<file path="src/psp_poll_map.svh">
// Purpose: offsets, field positions, reset values and timing counts of the poller
// Assumes: included by bare name from the poller and the bench
// Notes: definitions only
`ifndef PSP_POLL_MAP_SVH
`define PSP_POLL_MAP_SVH
// register offsets
`define PSP_OFF_CTL0 8'h88
`define PSP_OFF_CTL1 8'h8A
`define PSP_OFF_CTL2 8'h8C
`define PSP_OFF_RES5 8'hB2
// reset values and write masks
`define PSP_CTL0_RST 16'h8100
`define PSP_CTL_RST 16'h0000
`define PSP_CTL0_FIXED 16'h8100
`define PSP_CTL0_WMASK 16'h001F
`define PSP_CTL12_WMASK 16'h9F7F
// field positions
`define PSP_EN_BIT 15
`define PSP_REG_HI 12
`define PSP_REG_LO 8
`define PSP_PRE_BIT 6
`define PSP_DFLT_BIT 5
`define PSP_PHY_HI 4
`define PSP_PHY_LO 0
`define PSP_LEG_HI 9
`define PSP_LEG_LO 5
`define PSP_STATUS_REG 5'h01
// slot cursor codes
`define PSP_SLOT0 2'h0
`define PSP_SLOT1 2'h1
`define PSP_SLOT2 2'h2
`define PSP_SLOT5 2'h3
// frame fields and cell counts (count down to zero)
`define PSP_FRM_START 2'h1
`define PSP_FRM_READ 2'h2
`define PSP_PRE_CNT 5'h1F
`define PSP_CMD_CNT 5'h0D
`define PSP_TA_CNT 5'h01
`define PSP_DATA_CNT 5'h0F
// management clock timing
`define PSP_CLK_NS 100
`define PSP_MDC_HALF_NS 400
`define PSP_MDC_HALF_CYC ((`PSP_MDC_HALF_NS + `PSP_CLK_NS - 1) / `PSP_CLK_NS)
`endif

</file>
<file path="src/psp_pkg.sv">
// Purpose: types shared by the poller and its bench
// Assumes: nothing
// Notes: numbers live in psp_poll_map.svh
package psp_pkg;
  // decoded slot control fields
  typedef struct packed {
    logic en;
    logic [4:0] regNum;
    logic preSup;
    logic useDflt;
    logic [4:0] phyAddr;
  } psp_slot_cfg_t;
  // register port request
  typedef struct packed {
    logic wr;
    logic rd;
    logic [7:0] addr;
    logic [15:0] data;
  } psp_reg_req_t;
  // eeprom load beat
  typedef struct packed {
    logic valid;
    logic [7:0] addr;
    logic [15:0] data;
  } psp_ee_wr_t;
  // management frame states
  typedef enum logic [2:0] {
    PSP_IDLE = 3'b000,
    PSP_PRE = 3'b001,
    PSP_CMD = 3'b010,
    PSP_TA = 3'b011,
    PSP_DATA = 3'b100
  } psp_state_t;
endpackage

</file>
<file path="src/psp_poller.sv">
// Purpose: phy status poller with control and result registers
// Assumes: 10 MHz core_clk, mdio pin sampled through three flops
// Notes: slots 0, 1, 2 and 5 polled round robin over the management link
// Function
// RL1 - reset pin clears slot 5 result
// RL2 - eeprom start or error keeps slot 5 result
// RL3 - slot 5 result holds latest polled value
// RL4 - control registers default on reset and eeprom
// RL5 - slot 0 default enable one, register 00001
// RL6 - eeprom slot 0 load copies legacy address bits
// RL7 - slot 0 enable reads one always
// RL8 - slot 0 register number reads 00001 always
// RL9 - slot 0 holds the default phy address
// RL10 - host writes reserved bits as zero
// RL11 - slot 1 change sets its change flag
// RL12 - slot 1 register number, needs both enables
// RL13 - slot 1 bit 6 drops preamble
// RL14 - use-default bit selects default address
// RL15 - default phy preamble drop needs phy consent
// RL16 - slot 1 phy address from bits 4-0
// RL17 - slots 1 and 2 reset to zero
// RL18 - slot 2 change sets its change flag
// RL19 - clause 22 read frames, slots in turn
// RL20 - global enable off stops slots 1-5
`include "psp_poll_map.svh"
`timescale 1ns/1ps
`default_nettype none
module psp_poller #(
  parameter int POLL_GAP = 1000
) (
  input wire logic core_clk,
  input wire logic rst_b,
  input wire psp_pkg::psp_reg_req_t regReq,
  output logic [15:0] regRdata,
  output logic regRvalid,
  input wire logic eeStart,
  input wire logic eeFail,
  input wire psp_pkg::psp_ee_wr_t eeWr,
  output logic [4:0] legacyPhyAddr,
  input wire logic globalPhyPollEnable,
  input wire logic defaultPhyNoPreamble,
  input wire logic slot5PollEnable,
  input wire logic [4:0] polledPhyRegisterSlot5,
  input wire logic [1:0] changeFlagClear,
  output logic slot1ChangeFlag,
  output logic slot2ChangeFlag,
  output logic mdc,
  input wire logic mdioIn,
  output logic mdioOut,
  output logic mdioOe
);

  // decode of a slot control word
  function automatic psp_pkg::psp_slot_cfg_t cfgOf(input logic [15:0] w);
    psp_pkg::psp_slot_cfg_t c;
    c.en = w[`PSP_EN_BIT];
    c.regNum = w[`PSP_REG_HI:`PSP_REG_LO];
    c.preSup = w[`PSP_PRE_BIT];
    c.useDflt = w[`PSP_DFLT_BIT];
    c.phyAddr = w[`PSP_PHY_HI:`PSP_PHY_LO];
    return c;
  endfunction

  ////////////////////////////////////////////////////////////////////////
  // registers
  logic [15:0] pollControlSlot0; // slot 0 control word
  logic [15:0] pollControlSlot1; // slot 1 control word
  logic [15:0] pollControlSlot2; // slot 2 control word
  logic [15:0] pollResultSlot5; // slot 5 result
  logic [15:0] lastValue [2]; // last value of slots 1 and 2
  logic [15:0] slot0View; // slot 0 as read
  logic [4:0] defaultPhyAddress; // default phy address
  logic ctlDefault; // control registers go to defaults

  assign ctlDefault = eeStart | eeFail;
  assign defaultPhyAddress = pollControlSlot0[`PSP_PHY_HI:`PSP_PHY_LO];
  // RL7 RL8 fixed fields
  assign slot0View = (pollControlSlot0 & `PSP_CTL0_WMASK) | `PSP_CTL0_FIXED;

  // control registers: defaults, eeprom load, host write
  always_ff @(posedge core_clk or negedge rst_b) begin
    if (!rst_b) begin
      // RL4 RL5 RL17 reset defaults
      pollControlSlot0 <= `PSP_CTL0_RST;
      pollControlSlot1 <= `PSP_CTL_RST;
      pollControlSlot2 <= `PSP_CTL_RST;
    end else if (ctlDefault) begin
      // RL4 eeprom defaults
      pollControlSlot0 <= `PSP_CTL0_RST;
      pollControlSlot1 <= `PSP_CTL_RST;
      pollControlSlot2 <= `PSP_CTL_RST;
    end else if (eeWr.valid) begin
      // eeprom data goes in masked like host data
      if (eeWr.addr == `PSP_OFF_CTL0) begin
        pollControlSlot0 <= (eeWr.data & `PSP_CTL0_WMASK) | `PSP_CTL0_FIXED;
      end
      if (eeWr.addr == `PSP_OFF_CTL1) begin
        pollControlSlot1 <= eeWr.data & `PSP_CTL12_WMASK;
      end
      if (eeWr.addr == `PSP_OFF_CTL2) begin
        pollControlSlot2 <= eeWr.data & `PSP_CTL12_WMASK;
      end
    end else if (regReq.wr) begin
      // RL9 RL10 only documented bits store
      if (regReq.addr == `PSP_OFF_CTL0) begin
        pollControlSlot0 <= (regReq.data & `PSP_CTL0_WMASK) | `PSP_CTL0_FIXED;
      end
      if (regReq.addr == `PSP_OFF_CTL1) begin
        pollControlSlot1 <= regReq.data & `PSP_CTL12_WMASK;
      end
      if (regReq.addr == `PSP_OFF_CTL2) begin
        pollControlSlot2 <= regReq.data & `PSP_CTL12_WMASK;
      end
    end
  end

  // legacy phy address copy
  always_ff @(posedge core_clk or negedge rst_b) begin
    if (!rst_b) begin
      legacyPhyAddr <= 5'h00;
    end else if (eeWr.valid && !ctlDefault && eeWr.addr == `PSP_OFF_CTL0) begin
      // RL6 legacy address copy
      legacyPhyAddr <= eeWr.data[`PSP_LEG_HI:`PSP_LEG_LO];
    end
  end

  // read port: one cycle latency, unmapped reads zero
  always_ff @(posedge core_clk or negedge rst_b) begin
    if (!rst_b) begin
      regRdata <= 16'h0000;
      regRvalid <= 1'b0;
    end else begin
      regRvalid <= regReq.rd;
      unique case (regReq.addr)
        `PSP_OFF_CTL0: regRdata <= slot0View;
        `PSP_OFF_CTL1: regRdata <= pollControlSlot1;
        `PSP_OFF_CTL2: regRdata <= pollControlSlot2;
        `PSP_OFF_RES5: regRdata <= pollResultSlot5;
        default: regRdata <= 16'h0000;
      endcase
    end
  end

  ////////////////////////////////////////////////////////////////////////
  // management clock divider and mdio input sync
  logic [2:0] divCnt; // half period counter
  logic fallTick; // mdc about to fall
  logic mdcTick; // mdc edge enable
  logic [2:0] mdioSync; // three flop sync
  logic mdioVal; // filtered mdio level

  assign mdcTick = (divCnt == 3'(`PSP_MDC_HALF_CYC - 1));
  assign fallTick = mdcTick & mdc;

  // free running mdc
  always_ff @(posedge core_clk or negedge rst_b) begin
    if (!rst_b) begin
      divCnt <= 3'h0;
      mdc <= 1'b0;
    end else if (mdcTick) begin
      divCnt <= 3'h0;
      mdc <= ~mdc;
    end else begin
      divCnt <= divCnt + 3'h1;
    end
  end

  // mdio sampled: changes when second and third flops agree
  always_ff @(posedge core_clk or negedge rst_b) begin
    if (!rst_b) begin
      mdioSync <= 3'h7;
      mdioVal <= 1'b1;
    end else begin
      mdioSync <= {mdioSync[1:0], mdioIn};
      if (mdioSync[1] == mdioSync[2]) begin
        mdioVal <= mdioSync[2];
      end
    end
  end

  ////////////////////////////////////////////////////////////////////////
  // slot scheduler
  psp_pkg::psp_slot_cfg_t cfg [4]; // per slot config
  logic [3:0] slotOn; // slot may be polled
  logic [1:0] curSlot; // slot of current frame
  logic [1:0] nextSlot; // next enabled slot
  logic [15:0] gapCnt; // spacing between frames
  logic frameStart; // frame begins this cycle
  logic usePre; // send preamble for next slot
  logic [4:0] tgtPhy; // phy address of next frame
  psp_pkg::psp_state_t state; // frame state

  always_comb begin
    cfg[0] = cfgOf(slot0View);
    cfg[0].useDflt = 1'b1;
    cfg[1] = cfgOf(pollControlSlot1);
    cfg[2] = cfgOf(pollControlSlot2);
    cfg[3] = '{en: slot5PollEnable, regNum: polledPhyRegisterSlot5,
      preSup: 1'b0, useDflt: 1'b1, phyAddr: 5'h00};
  end

  // RL12 RL18 RL20 enables gated by the global bit, slot 0 always eligible
  assign slotOn = {cfg[3].en & globalPhyPollEnable, cfg[2].en & globalPhyPollEnable,
    cfg[1].en & globalPhyPollEnable, 1'b1};

  // RL19 round robin pick after the current slot
  always_comb begin
    nextSlot = `PSP_SLOT0;
    for (int k = 3; k >= 1; k--) begin
      if (slotOn[2'(curSlot + 2'(k))]) begin
        nextSlot = 2'(curSlot + 2'(k));
      end
    end
  end

  // RL14 RL16 address and RL13 RL15 preamble choice
  assign tgtPhy = cfg[nextSlot].useDflt ? defaultPhyAddress : cfg[nextSlot].phyAddr;
  assign usePre = cfg[nextSlot].useDflt ? !defaultPhyNoPreamble : !cfg[nextSlot].preSup;
  assign frameStart = fallTick && state == psp_pkg::PSP_IDLE && gapCnt == 16'h0000;

  ////////////////////////////////////////////////////////////////////////
  // management read frame
  logic [4:0] bitCnt; // cells left in state
  logic [13:0] hdr; // start, opcode, phy, register
  logic [15:0] rxShift; // incoming data
  logic doneValid; // frame finished pulse
  logic riseTick; // mdc about to rise
  logic sampleDue; // data cell waits for its sample
  logic [13:0] frameHdr; // full header of the next frame

  assign riseTick = mdcTick & ~mdc;
  assign frameHdr = {`PSP_FRM_START, `PSP_FRM_READ, tgtPhy, cfg[nextSlot].regNum};

  // RL19 clause 22 read frame
  always_ff @(posedge core_clk or negedge rst_b) begin
    if (!rst_b) begin
      state <= psp_pkg::PSP_IDLE;
      bitCnt <= 5'h00;
      hdr <= 14'h0000;
      rxShift <= 16'h0000;
      curSlot <= `PSP_SLOT0;
      mdioOut <= 1'b1;
      mdioOe <= 1'b0;
      doneValid <= 1'b0;
      sampleDue <= 1'b0;
      gapCnt <= 16'(POLL_GAP);
    end else begin
      doneValid <= 1'b0;
      if (state == psp_pkg::PSP_IDLE && gapCnt != 16'h0000) begin
        gapCnt <= gapCnt - 16'h0001;
      end
      if (fallTick) begin
        unique case (state)
          psp_pkg::PSP_IDLE: begin
            if (frameStart) begin
              curSlot <= nextSlot;
              mdioOe <= 1'b1;
              if (usePre) begin
                state <= psp_pkg::PSP_PRE;
                bitCnt <= `PSP_PRE_CNT;
                mdioOut <= 1'b1;
                hdr <= frameHdr;
              end else begin
                // RL13 RL15 preamble dropped: header starts at once
                state <= psp_pkg::PSP_CMD;
                bitCnt <= `PSP_CMD_CNT;
                mdioOut <= frameHdr[13];
                hdr <= {frameHdr[12:0], 1'b0};
              end
            end
          end
          psp_pkg::PSP_PRE: begin
            if (bitCnt == 5'h00) begin
              state <= psp_pkg::PSP_CMD;
              bitCnt <= `PSP_CMD_CNT;
              mdioOut <= hdr[13];
              hdr <= {hdr[12:0], 1'b0};
            end else begin
              bitCnt <= bitCnt - 5'h01;
            end
          end
          psp_pkg::PSP_CMD: begin
            if (bitCnt == 5'h00) begin
              state <= psp_pkg::PSP_TA;
              bitCnt <= `PSP_TA_CNT;
              mdioOe <= 1'b0;
              mdioOut <= 1'b1;
            end else begin
              bitCnt <= bitCnt - 5'h01;
              mdioOut <= hdr[13];
              hdr <= {hdr[12:0], 1'b0};
            end
          end
          psp_pkg::PSP_TA: begin
            if (bitCnt == 5'h00) begin
              state <= psp_pkg::PSP_DATA;
              bitCnt <= `PSP_DATA_CNT;
            end else begin
              bitCnt <= bitCnt - 5'h01;
            end
          end
          psp_pkg::PSP_DATA: begin
            // cell ends: its bit is taken at the next rise
            sampleDue <= 1'b1;
            if (bitCnt == 5'h00) begin
              state <= psp_pkg::PSP_IDLE;
            end else begin
              bitCnt <= bitCnt - 5'h01;
            end
          end
          default: state <= psp_pkg::PSP_IDLE;
        endcase
      end
      // phy answers after a rise; the filter needs half a period to pass it
      if (riseTick && sampleDue) begin
        sampleDue <= 1'b0;
        rxShift <= {rxShift[14:0], mdioVal};
        if (state == psp_pkg::PSP_IDLE) begin
          // last bit in: frame done, gap starts
          doneValid <= 1'b1;
          gapCnt <= 16'(POLL_GAP);
        end
      end
    end
  end

  ////////////////////////////////////////////////////////////////////////
  // results and change flags
  logic [1:0] changed; // slots 1 and 2 saw a new value

  // RL11 RL18 change against the last value
  generate
    for (genvar s = 0; s < 2; s++) begin : g_flag
      assign changed[s] = doneValid && globalPhyPollEnable &&
        curSlot == 2'(s + 1) && rxShift != lastValue[s];
      always_ff @(posedge core_clk or negedge rst_b) begin
        if (!rst_b) begin
          lastValue[s] <= 16'h0000;
        end else if (doneValid && curSlot == 2'(s + 1)) begin
          lastValue[s] <= rxShift;
        end
      end
    end
  endgenerate

  // change flags: set wins over clear
  always_ff @(posedge core_clk or negedge rst_b) begin
    if (!rst_b) begin
      slot1ChangeFlag <= 1'b0;
      slot2ChangeFlag <= 1'b0;
    end else begin
      slot1ChangeFlag <= changed[0] | (slot1ChangeFlag & ~changeFlagClear[0]);
      slot2ChangeFlag <= changed[1] | (slot2ChangeFlag & ~changeFlagClear[1]);
    end
  end

  // RL1 RL2 RL3 slot 5 result, only the pin clears it
  always_ff @(posedge core_clk or negedge rst_b) begin
    if (!rst_b) begin
      pollResultSlot5 <= 16'h0000;
    end else if (doneValid && curSlot == `PSP_SLOT5) begin
      pollResultSlot5 <= rxShift;
    end
  end

  ////////////////////////////////////////////////////////////////////////
  // checks
  a_res_rst_zero: assert property (@(posedge core_clk) $rose(rst_b) |-> pollResultSlot5 == 16'h0000) // RL1
    else $error("slot 5 result not zero after reset");
  a_ee_keeps_res: assert property (@(posedge core_clk) disable iff (!rst_b)
    (ctlDefault && !doneValid) |=> $stable(pollResultSlot5)) // RL2
    else $error("eeprom event changed slot 5 result");
  a_res_update: assert property (@(posedge core_clk) disable iff (!rst_b)
    (doneValid && curSlot == `PSP_SLOT5) |=> pollResultSlot5 == $past(rxShift)) // RL3
    else $error("slot 5 result not updated");
  a_ee_defaults: assert property (@(posedge core_clk) disable iff (!rst_b)
    ctlDefault |=> pollControlSlot0 == `PSP_CTL0_RST && pollControlSlot1 == `PSP_CTL_RST
      && pollControlSlot2 == `PSP_CTL_RST) // RL4
    else $error("control registers not at defaults");
  a_legacy_copy: assert property (@(posedge core_clk) disable iff (!rst_b)
    (eeWr.valid && !ctlDefault && eeWr.addr == `PSP_OFF_CTL0)
      |=> legacyPhyAddr == $past(eeWr.data[`PSP_LEG_HI:`PSP_LEG_LO])) // RL6
    else $error("legacy address not copied");
  a_slot0_fixed: assert property (@(posedge core_clk) disable iff (!rst_b)
    (regReq.rd && regReq.addr == `PSP_OFF_CTL0)
      |=> regRvalid && regRdata[15] && regRdata[12:8] == `PSP_STATUS_REG) // RL7
    else $error("slot 0 fixed fields wrong");
  a_global_gate: assert property (@(posedge core_clk) disable iff (!rst_b)
    (frameStart && nextSlot != `PSP_SLOT0) |-> globalPhyPollEnable) // RL20
    else $error("frame for slot 1 to 5 with polling off");
  a_flag1_set: assert property (@(posedge core_clk) disable iff (!rst_b)
    (doneValid && curSlot == `PSP_SLOT1 && globalPhyPollEnable
      && rxShift != lastValue[0]) |=> slot1ChangeFlag) // RL11
    else $error("slot 1 change not flagged");
  a_nopre_slot1: assert property (@(posedge core_clk) disable iff (!rst_b)
    (frameStart && nextSlot == `PSP_SLOT1 && !cfg[1].useDflt && cfg[1].preSup)
      |=> state == psp_pkg::PSP_CMD) // RL13
    else $error("preamble sent although suppressed");
  a_dflt_addr: assert property (@(posedge core_clk) disable iff (!rst_b)
    (frameStart && nextSlot == `PSP_SLOT1 && cfg[1].useDflt)
      |-> tgtPhy == defaultPhyAddress) // RL14
    else $error("default phy address not used");
  a_ta_release: assert property (@(posedge core_clk) disable iff (!rst_b)
    (state == psp_pkg::PSP_TA || state == psp_pkg::PSP_DATA) |-> !mdioOe) // RL19
    else $error("mdio driven during read phase");
  c_slot5_done: cover property (@(posedge core_clk) doneValid && curSlot == `PSP_SLOT5);
  c_flag2_set: cover property (@(posedge core_clk) $rose(slot2ChangeFlag));
  c_nopre_frame: cover property (@(posedge core_clk) frameStart && !usePre);
  c_ee_legacy: cover property (@(posedge core_clk) eeWr.valid && eeWr.addr == `PSP_OFF_CTL0);

endmodule
`default_nettype wire

</file>
<file path="config.mk">
export PLATFORM = sky130hd
export DESIGN_NAME = psp_poller
export DESIGN_NICKNAME = d
export VERILOG_FILES = /design/src/psp_pkg.sv /design/src/psp_poller.sv
export VERILOG_INCLUDE_DIRS = /design/src
export SDC_FILE = /design/constraint.sdc
export NUM_CORES = 1
export LEC_CHECK = 0
export BUFFER_PORTS_ARGS = -buffer_cell sky130_fd_sc_hd__buf_2
export CORE_AREA = 2 2 135 137
export DETAILED_ROUTE_END_ITERATION = 6
export DIE_AREA = 0 0 137 139
export GPL_TIMING_DRIVEN = 0
export PLACE_DENSITY_LB_ADDON = 0.08
export SETUP_SLACK_MARGIN = 0.15
export SLEW_MARGIN = 20
export SYNTH_ARGS = -nofsm -noshare
export SYNTH_HDL_FRONTEND = slang
export SYNTH_SLANG_ARGS = --single-unit
export TNS_END_PERCENT = 10
</file>
<file path="constraint.sdc">
create_clock -name core_clk -period 5.4 [get_ports core_clk]
set_clock_uncertainty 0.2 [all_clocks]
set_input_delay 0.27 -clock core_clk [delete_from_list [all_inputs] [get_ports core_clk]]
set_output_delay 0.27 -clock core_clk [all_outputs]
set_load 0.005 [all_outputs]
</file>
# [After elaboration in Yosys (flattened, before gate mapping)]
# Cells that the tools add are included.
[classes] add_sub_neg=6 bitwise_logic=14 n_mul=0 n_reduce_logical=40 shifts=0 n_div=0 order_cmp=4 eq_ne=28 muxes=66
[op_table] operator="$mux W16" n=13
[op_table] operator="$pmux W16 S4" n=1
[op_table] operator="$mux W5" n=12
[op_table] operator="$eq A8 B8 Y1 const B" n=7
[op_table] operator="$mux W14" n=4
[op_table] operator="$pmux W14 S3" n=1
[op_table] operator="$ne A16 B16 Y1" n=2
[op_table] operator="$bmux W13 S2" n=1
[op_table] operator="$pmux W5 S5" n=1
[op_table] operator="$mux W12" n=2
[op_table] operator="$mux W3" n=6
[op_table] operator="$logic_not A16 Y1" n=1
[op_table] operator="$reduce_bool A16 Y1" n=1
[op_table] operator="$sub A16 B1 Y16 const B" n=1
[op_table] operator="$mux W1" n=15
[op_table] operator="$pmux W3 S5" n=1
[op_table] operator="$reduce_bool A3 Y1" n=5
[op_table] operator="$logic_and A1 B1 Y1" n=14
[op_table] operator="$ne A2 B2 Y1 const B" n=7
[op_table] operator="$reduce_and A3 Y1" n=4
[op_table] operator="$reduce_and A4 Y1" n=3
[op_table] operator="$eq A3 B2 Y1 const B" n=3
[op_table] operator="$lt A2 B3 Y1 const B" n=3
[op_table] operator="$ne A3 B1 Y1 const B" n=3
[op_table] operator="26 further kinds" n=47
[totals] reg_bits=177 latchBits=0 elab_cells=183 ram_bits=0 out_inout_bits=27 romBits=0 n_memories=0 in_bits=66

# [Depth between registers and ports, before layout]
[logic_depth] depth_word=15 mapped_depth=12 ltp_nobuf=9

# [Worst setup path after synthesis]
# No wires, ideal clock.
[synth_timing] path_kind="reg2reg" startpoint="register curSlot[0]" endpoint="register hdr[11]" slack_ps=2379 t_arrival_ps=2697 period_less_slack_ps=3021 setup_ps=125 path_stages_with_launch=13 path_cell_list="dfrtp_1 buf_6 inv_1 ha_1 nand2b_1 a2111oi_2 or2_2 buf_6 mux2i_2 a221oi_4 buf_6 a21oi_1 mux2_2"
[synth_between] elab_chain_len=15
[synth_rtl] element="start, declared" line="psp_poller.sv:185" rtl="logic [1:0] curSlot;"
[synth_rtl] element="start signal, assigned" line="psp_poller.sv:241" rtl="curSlot <= `PSP_SLOT0;"
[synth_rtl] element="start signal, assigned" line="psp_poller.sv:256" rtl="curSlot <= nextSlot;"
[synth_rtl] element="$add A2 B2 Y2" line="psp_poller.sv:210, psp_poller.sv:211"
[synth_rtl] element="$bmux W1 S2" line="psp_poller.sv:210" rtl="if (slotOn[2'(curSlot + 2'(k))]) begin"
[synth_rtl] element="$mux W1 (not written as such)" line="psp_poller.sv:210"
[synth_rtl] element="$mux W2 (2 in series)" line="psp_poller.sv:210"
[synth_rtl] element="$mux W2 (*)" line="psp_poller.sv:210"
[synth_rtl] element="$not A2 Y3 (not written as such) (*)" line="psp_poller.sv:218" rtl="assign usePre = cfg[nextSlot].useDflt ? !defaultPhyNoPreamble : !cfg[nextSlot].preSup;"
[synth_rtl] element="$bmux W13 S2 (*)" line="psp_poller.sv:218"
[synth_rtl] element="$mux W12 (*) (2 in series)"
[synth_rtl] element="$logic_not A1 Y1" line="psp_poller.sv:218"
[synth_rtl] element="$mux W1 (*)" line="psp_poller.sv:218"
[synth_rtl] element="$mux W14 (*)" line="psp_poller.sv:258" rtl="if (usePre) begin"
[synth_rtl] element="$mux W14 (*)" line="psp_poller.sv:255" rtl="if (frameStart) begin"
[synth_rtl] element="$pmux W14 S3 (*)" line="psp_poller.sv:253" rtl="unique case (state)"
[synth_rtl] element="end signal, assigned" line="psp_poller.sv:262" rtl="hdr <= frameHdr;"
[synth_rtl] element="end signal, assigned" line="psp_poller.sv:268" rtl="hdr <= {frameHdr[12:0], 1'b0};"
[synth_rtl] element="end signal, assigned" line="psp_poller.sv:277" rtl="hdr <= {hdr[12:0], 1'b0};"
[synth_rtl] element="end, declared" line="psp_poller.sv:224" rtl="logic [13:0] hdr;"
# Mark *: on every way between the ends. The rest lies on a longest branch, timed or not. The select of a mux whose other input is x is not followed.
# A chain may end at the register's enable or synchronous reset.

# [Worst setup path in the final report]
[layout_timing] startpoint="register curSlot[0]" endpoint="register hdr[3]"
[layout_between] elab_chain_len=15
[layout_rtl] element="$add A2 B2 Y2" line="psp_poller.sv:210, psp_poller.sv:211"
[layout_rtl] element="$bmux W1 S2" line="psp_poller.sv:210"
[layout_rtl] element="$mux W1 (not written as such)" line="psp_poller.sv:210"
[layout_rtl] element="$mux W2 (2 in series)" line="psp_poller.sv:210"
[layout_rtl] element="$mux W2 (*)" line="psp_poller.sv:210"
[layout_rtl] element="$not A2 Y3 (not written as such) (*)" line="psp_poller.sv:218, psp_poller.sv:232"
[layout_rtl] element="$bmux W13 S2 (*)" line="psp_poller.sv:218, psp_poller.sv:232"
[layout_rtl] element="$mux W12 (not written as such) (*) (2 in series)" line="psp_poller.sv:232" rtl="assign frameHdr = {`PSP_FRM_START, `PSP_FRM_READ, tgtPhy, cfg[nextSlot].regNum};"
[layout_rtl] element="$logic_not A1 Y1" line="psp_poller.sv:218"
[layout_rtl] element="$mux W1" line="psp_poller.sv:218"
[layout_rtl] element="$mux W14 (*)" line="psp_poller.sv:258"
[layout_rtl] element="$mux W14 (*)" line="psp_poller.sv:255"
[layout_rtl] element="$pmux W14 S3 (*)" line="psp_poller.sv:253"
# Marked as above.

==> flow_summary.ini <==
[placement]
place_area_sq_um = 9350
dp_hpwl_um = 15000
placed_cells = 1124
place_congestion = 0.833
io_buffers = 86

[timing]
relSlewSlack = 0.219
hold_viol = 0
slew_violations = 0
fin_crit_ns = 3.38
whs_ns = 0.00874
clock.fmax_mhz = 295
period_share = 0.627
tns_ns = 0
finalSetupViolations = 0
worst_pin_slew_ns = 1.16
rsz0062_at_grt = no

[die]
core-area_sq_um = 17700
die-area_sq_um = 19000
start_util = 0.486
die_w_um = 137
die_y_um = 139
ios = 93
num_rows = 49

[clock_tree]
clk_path_buf_depth = 2
cts_buffers = 17
postCtsSetupBuffers = 0
cts_resized = 0
cts_tree = yes
clockRootBuffer = clkbuf_16
path_clk_slew_ns = 0.07
clk_latency_ns = 0.42
clock_sinks = 171
cts.htree.levels = 4

[job]
drv_cap = 0

[final_layout]
seqCellArea_sq_um = 4290
fin_nets = 997
fin_cells = 1166
drive_gt1_frac = 0.273
final_area_sq_um = 10000
antenna_cells = 0
synthToLayoutAreaGrowth_pct = 16.8
fillerInstances = 1542
multi_input_comb_area_sq_um = 3960

[global_route]
grt_pass1_wl_um = 34000
antenna_found_initial = 0
grt_pass1_vias = 6713
grt-ovfl-total = 0
grt_usage = 0.227
grt_max_degree = 102

[critical_path]
cp.required_ns = 5.53
regToRegEndpoint = hdr[3]$_DFFE_PN0P_
cpMostUsedCell = mux2i_1
critical_path_class = reg2reg
crit_chain = buf_6 -> inv_1 -> ha_1 -> mux2_2 -> o22ai_1 -> a21o_1 -> buf_1 -> mux2i_1 -> o2bb2ai_1 -> mux2i_1 -> a221oi_2
crit_slowest_cell = buf_1
rr_startpoint = curSlot[0]$_DFFE_PN0P_
arrival_ns = 3.51
crit_path_max_fanout = 10
rr_worst_depth = 11
r2r_slack_ns = 2.02
crit_start = curSlot[0]$_DFFE_PN0P_
cp-start-kind = flop
cp-end-kind = flop
slowest_delay_ns = 0.44

[synthesis]
yosys.area.top_type = dfrtp_1
syn_area_sq_um = 8590
yosysMostFrequentCell = dfrtp_1
synth_top_area_share = 0.466
yosysWarningCount = 0
synth_area_per_cell_sq_um = 10.6
async_flop_share = 1.00
synth_commonest_cells = dfrtp_1 (160), nand2_1 (114), mux2_2 (88), nor2_1 (57), xnor2_1 (34)
synth_cells = 808
ys_top_cells_by_area = dfrtp_1 (47%), mux2_2 (12%), nand2_1 (5.0%)
synth_cell_types = 74
ys_ff_latch = 171
yosysSeqAreaShare = 0.500
synth_ff_type = dfrtp_1
syn-num-nets = 881
synth_edf_count = 0

[hold_path]
holdPathStages = 3
hold_end = slot2ChangeFlag$_DFF_PN0_
worstHoldStart = globalPhyPollEnable
holdCritPathClass = in2reg

[outcome]
status = complete, no violations

[detailed_routing]
ant_nets = 0
drt_iter0_markers = 444
routed_wl_um = 20600
drc = 0
vias_per_cell = 5.62
dr.pass1.iters = 6
wl_per_cell_um = 17.7
vias = 6553

[power_and_ir_drop]
power_mw = 2.76
p_leak_nw = 4.79
p_per_area_nw_per_um2 = 275
ir_drop_v = 0.000216
[metal layers]
layer | GRT usage | share of wire | vias up
li1 | - | - | 3118
met3 | 0.0442 | 0.040 | 16
met4 | 0.0461 | 0.0097 | 0
met2 | 0.379 | 0.49 | 152
met5 | 0 | 0 | -
met1 | 0.309 | 0.46 | 3267
[final cells by class]
class	count	area share
plain buffers	49	0.0252
repair buffers	97	0.0567
multi-input cells	565	0.395
clock buffers	19	0.0442
well taps	229	0.0286
flip-flops and latches	171	0.428
clock inverters	13	0.0135
inverters	23	0.00861
[cell usage in the layout, fill, tap and decap left out, drive strengths merged, types with 3 or more instances in the layout]
master and count:
dfrtp 160, nand2 114, buf 112, mux2 88, nor2 57, clkbuf 43
o21ai 35, xnor2 34, inv 28, nor3 22, a21oi 20, a22o 18
mux2i 16, a211oi 14, dfstp 11, dlygate4sd3 10, nor4 10, nand4 9
and2 8, a31oi 8, nand3 8, nor2b 8, o31ai 7, ha 7
a21o 6, a221o 6, clkinv 6, nand2b 5, a22oi 5, a221oi 5
xor2 4, o2bb2ai 4, a32o 3, or2 3, or3 3, a222oi 3
o22ai 3
[worst max path at each step]
stage / end / slack (ns) / depth (start not counted)
CTS: hdr[11]$_DFFE_PN0P_ / 2.04 / 11
global route: hdr[3]$_DFFE_PN0P_ / 1.80 / 11
floorplan: hdr[11]$_DFFE_PN0P_ / 2.38 / 12
global placement: lastValue[26]$_DFFE_PN0P_ / 1.30 / 1
finish: hdr[3]$_DFFE_PN0P_ / 2.02 / 11
detailed placement: pollControlSlot2[12]$_DFFE_PN0P_ / 2.03 / 9
[per-stage QoR]
| step | util | setup slack, ns |
|---|---|---|
| 2_1_floorplan | - | 2.38 |
| 3_5_place_dp | 0.529 | 2.03 |
| 3_3_place_gp | 0.527 | 1.30 |
| 4_1_cts | 0.568 | 2.04 |
| 6_report | 0.568 | 2.02 |
| 5_1_grt | 0.568 | 1.80 |
[worst max-delay path, delay by kind of cell, from the launching register on]
kind	cells	cell delay, ns
adder cells (fa/ha/maj)	1	0.33
AO/OA/AOI/OAI	4	1.09
buffers and inverters	3	0.65
flip-flops	1	0.39
multiplexers	3	0.62
[repair_timing]
item                                   in CTS  in global routing
endpoints found under the hold margin      79                  0
hold buffers                               10                  0
setup endpoints to repair                   0                  0
[logic make-up (layout without fill, tap and decap cells)]
| kind of cell | count (synthesis) | after routing | synth area share |
|---|---|---|---|
| multiplexers | 104 | 104 | 0.135 |
| AO/OA/AOI/OAI | 155 | 155 | 0.133 |
| flip-flops | 171 | 171 | 0.500 |
| AND/OR/NAND/NOR | 260 | 260 | 0.143 |
| adder cells (fa/ha/maj) | 8 | 8 | 0.0114 |
| XOR/XNOR | 38 | 38 | 0.0388 |
| buffers and inverters | 72 | 201 | 0.0395 |
[state kept, by name, indices dropped and copies added (netlist names), 2 cells and up, named ones only]
signal	cells
curSlot	2
lastValue	32
hdr	14
pollResultSlot5	16
gapCnt	2
divCnt	3
pollControlSlot0	5
rxShift	16
regRdata	16
pollControlSlot2	13
legacyPhyAddr	5
state	3
pollControlSlot1	13
mdioSync	3
bitCnt	5
[report_power, final]
part	internal (mW)	total [mW]	switching (mW)
clock network	0.661	1.20	0.538
registers	1.30	1.33	0.0241
logic	0.102	0.236	0.135
total	2.06	2.76	0.697
Power figures use the tool's default switching activity.
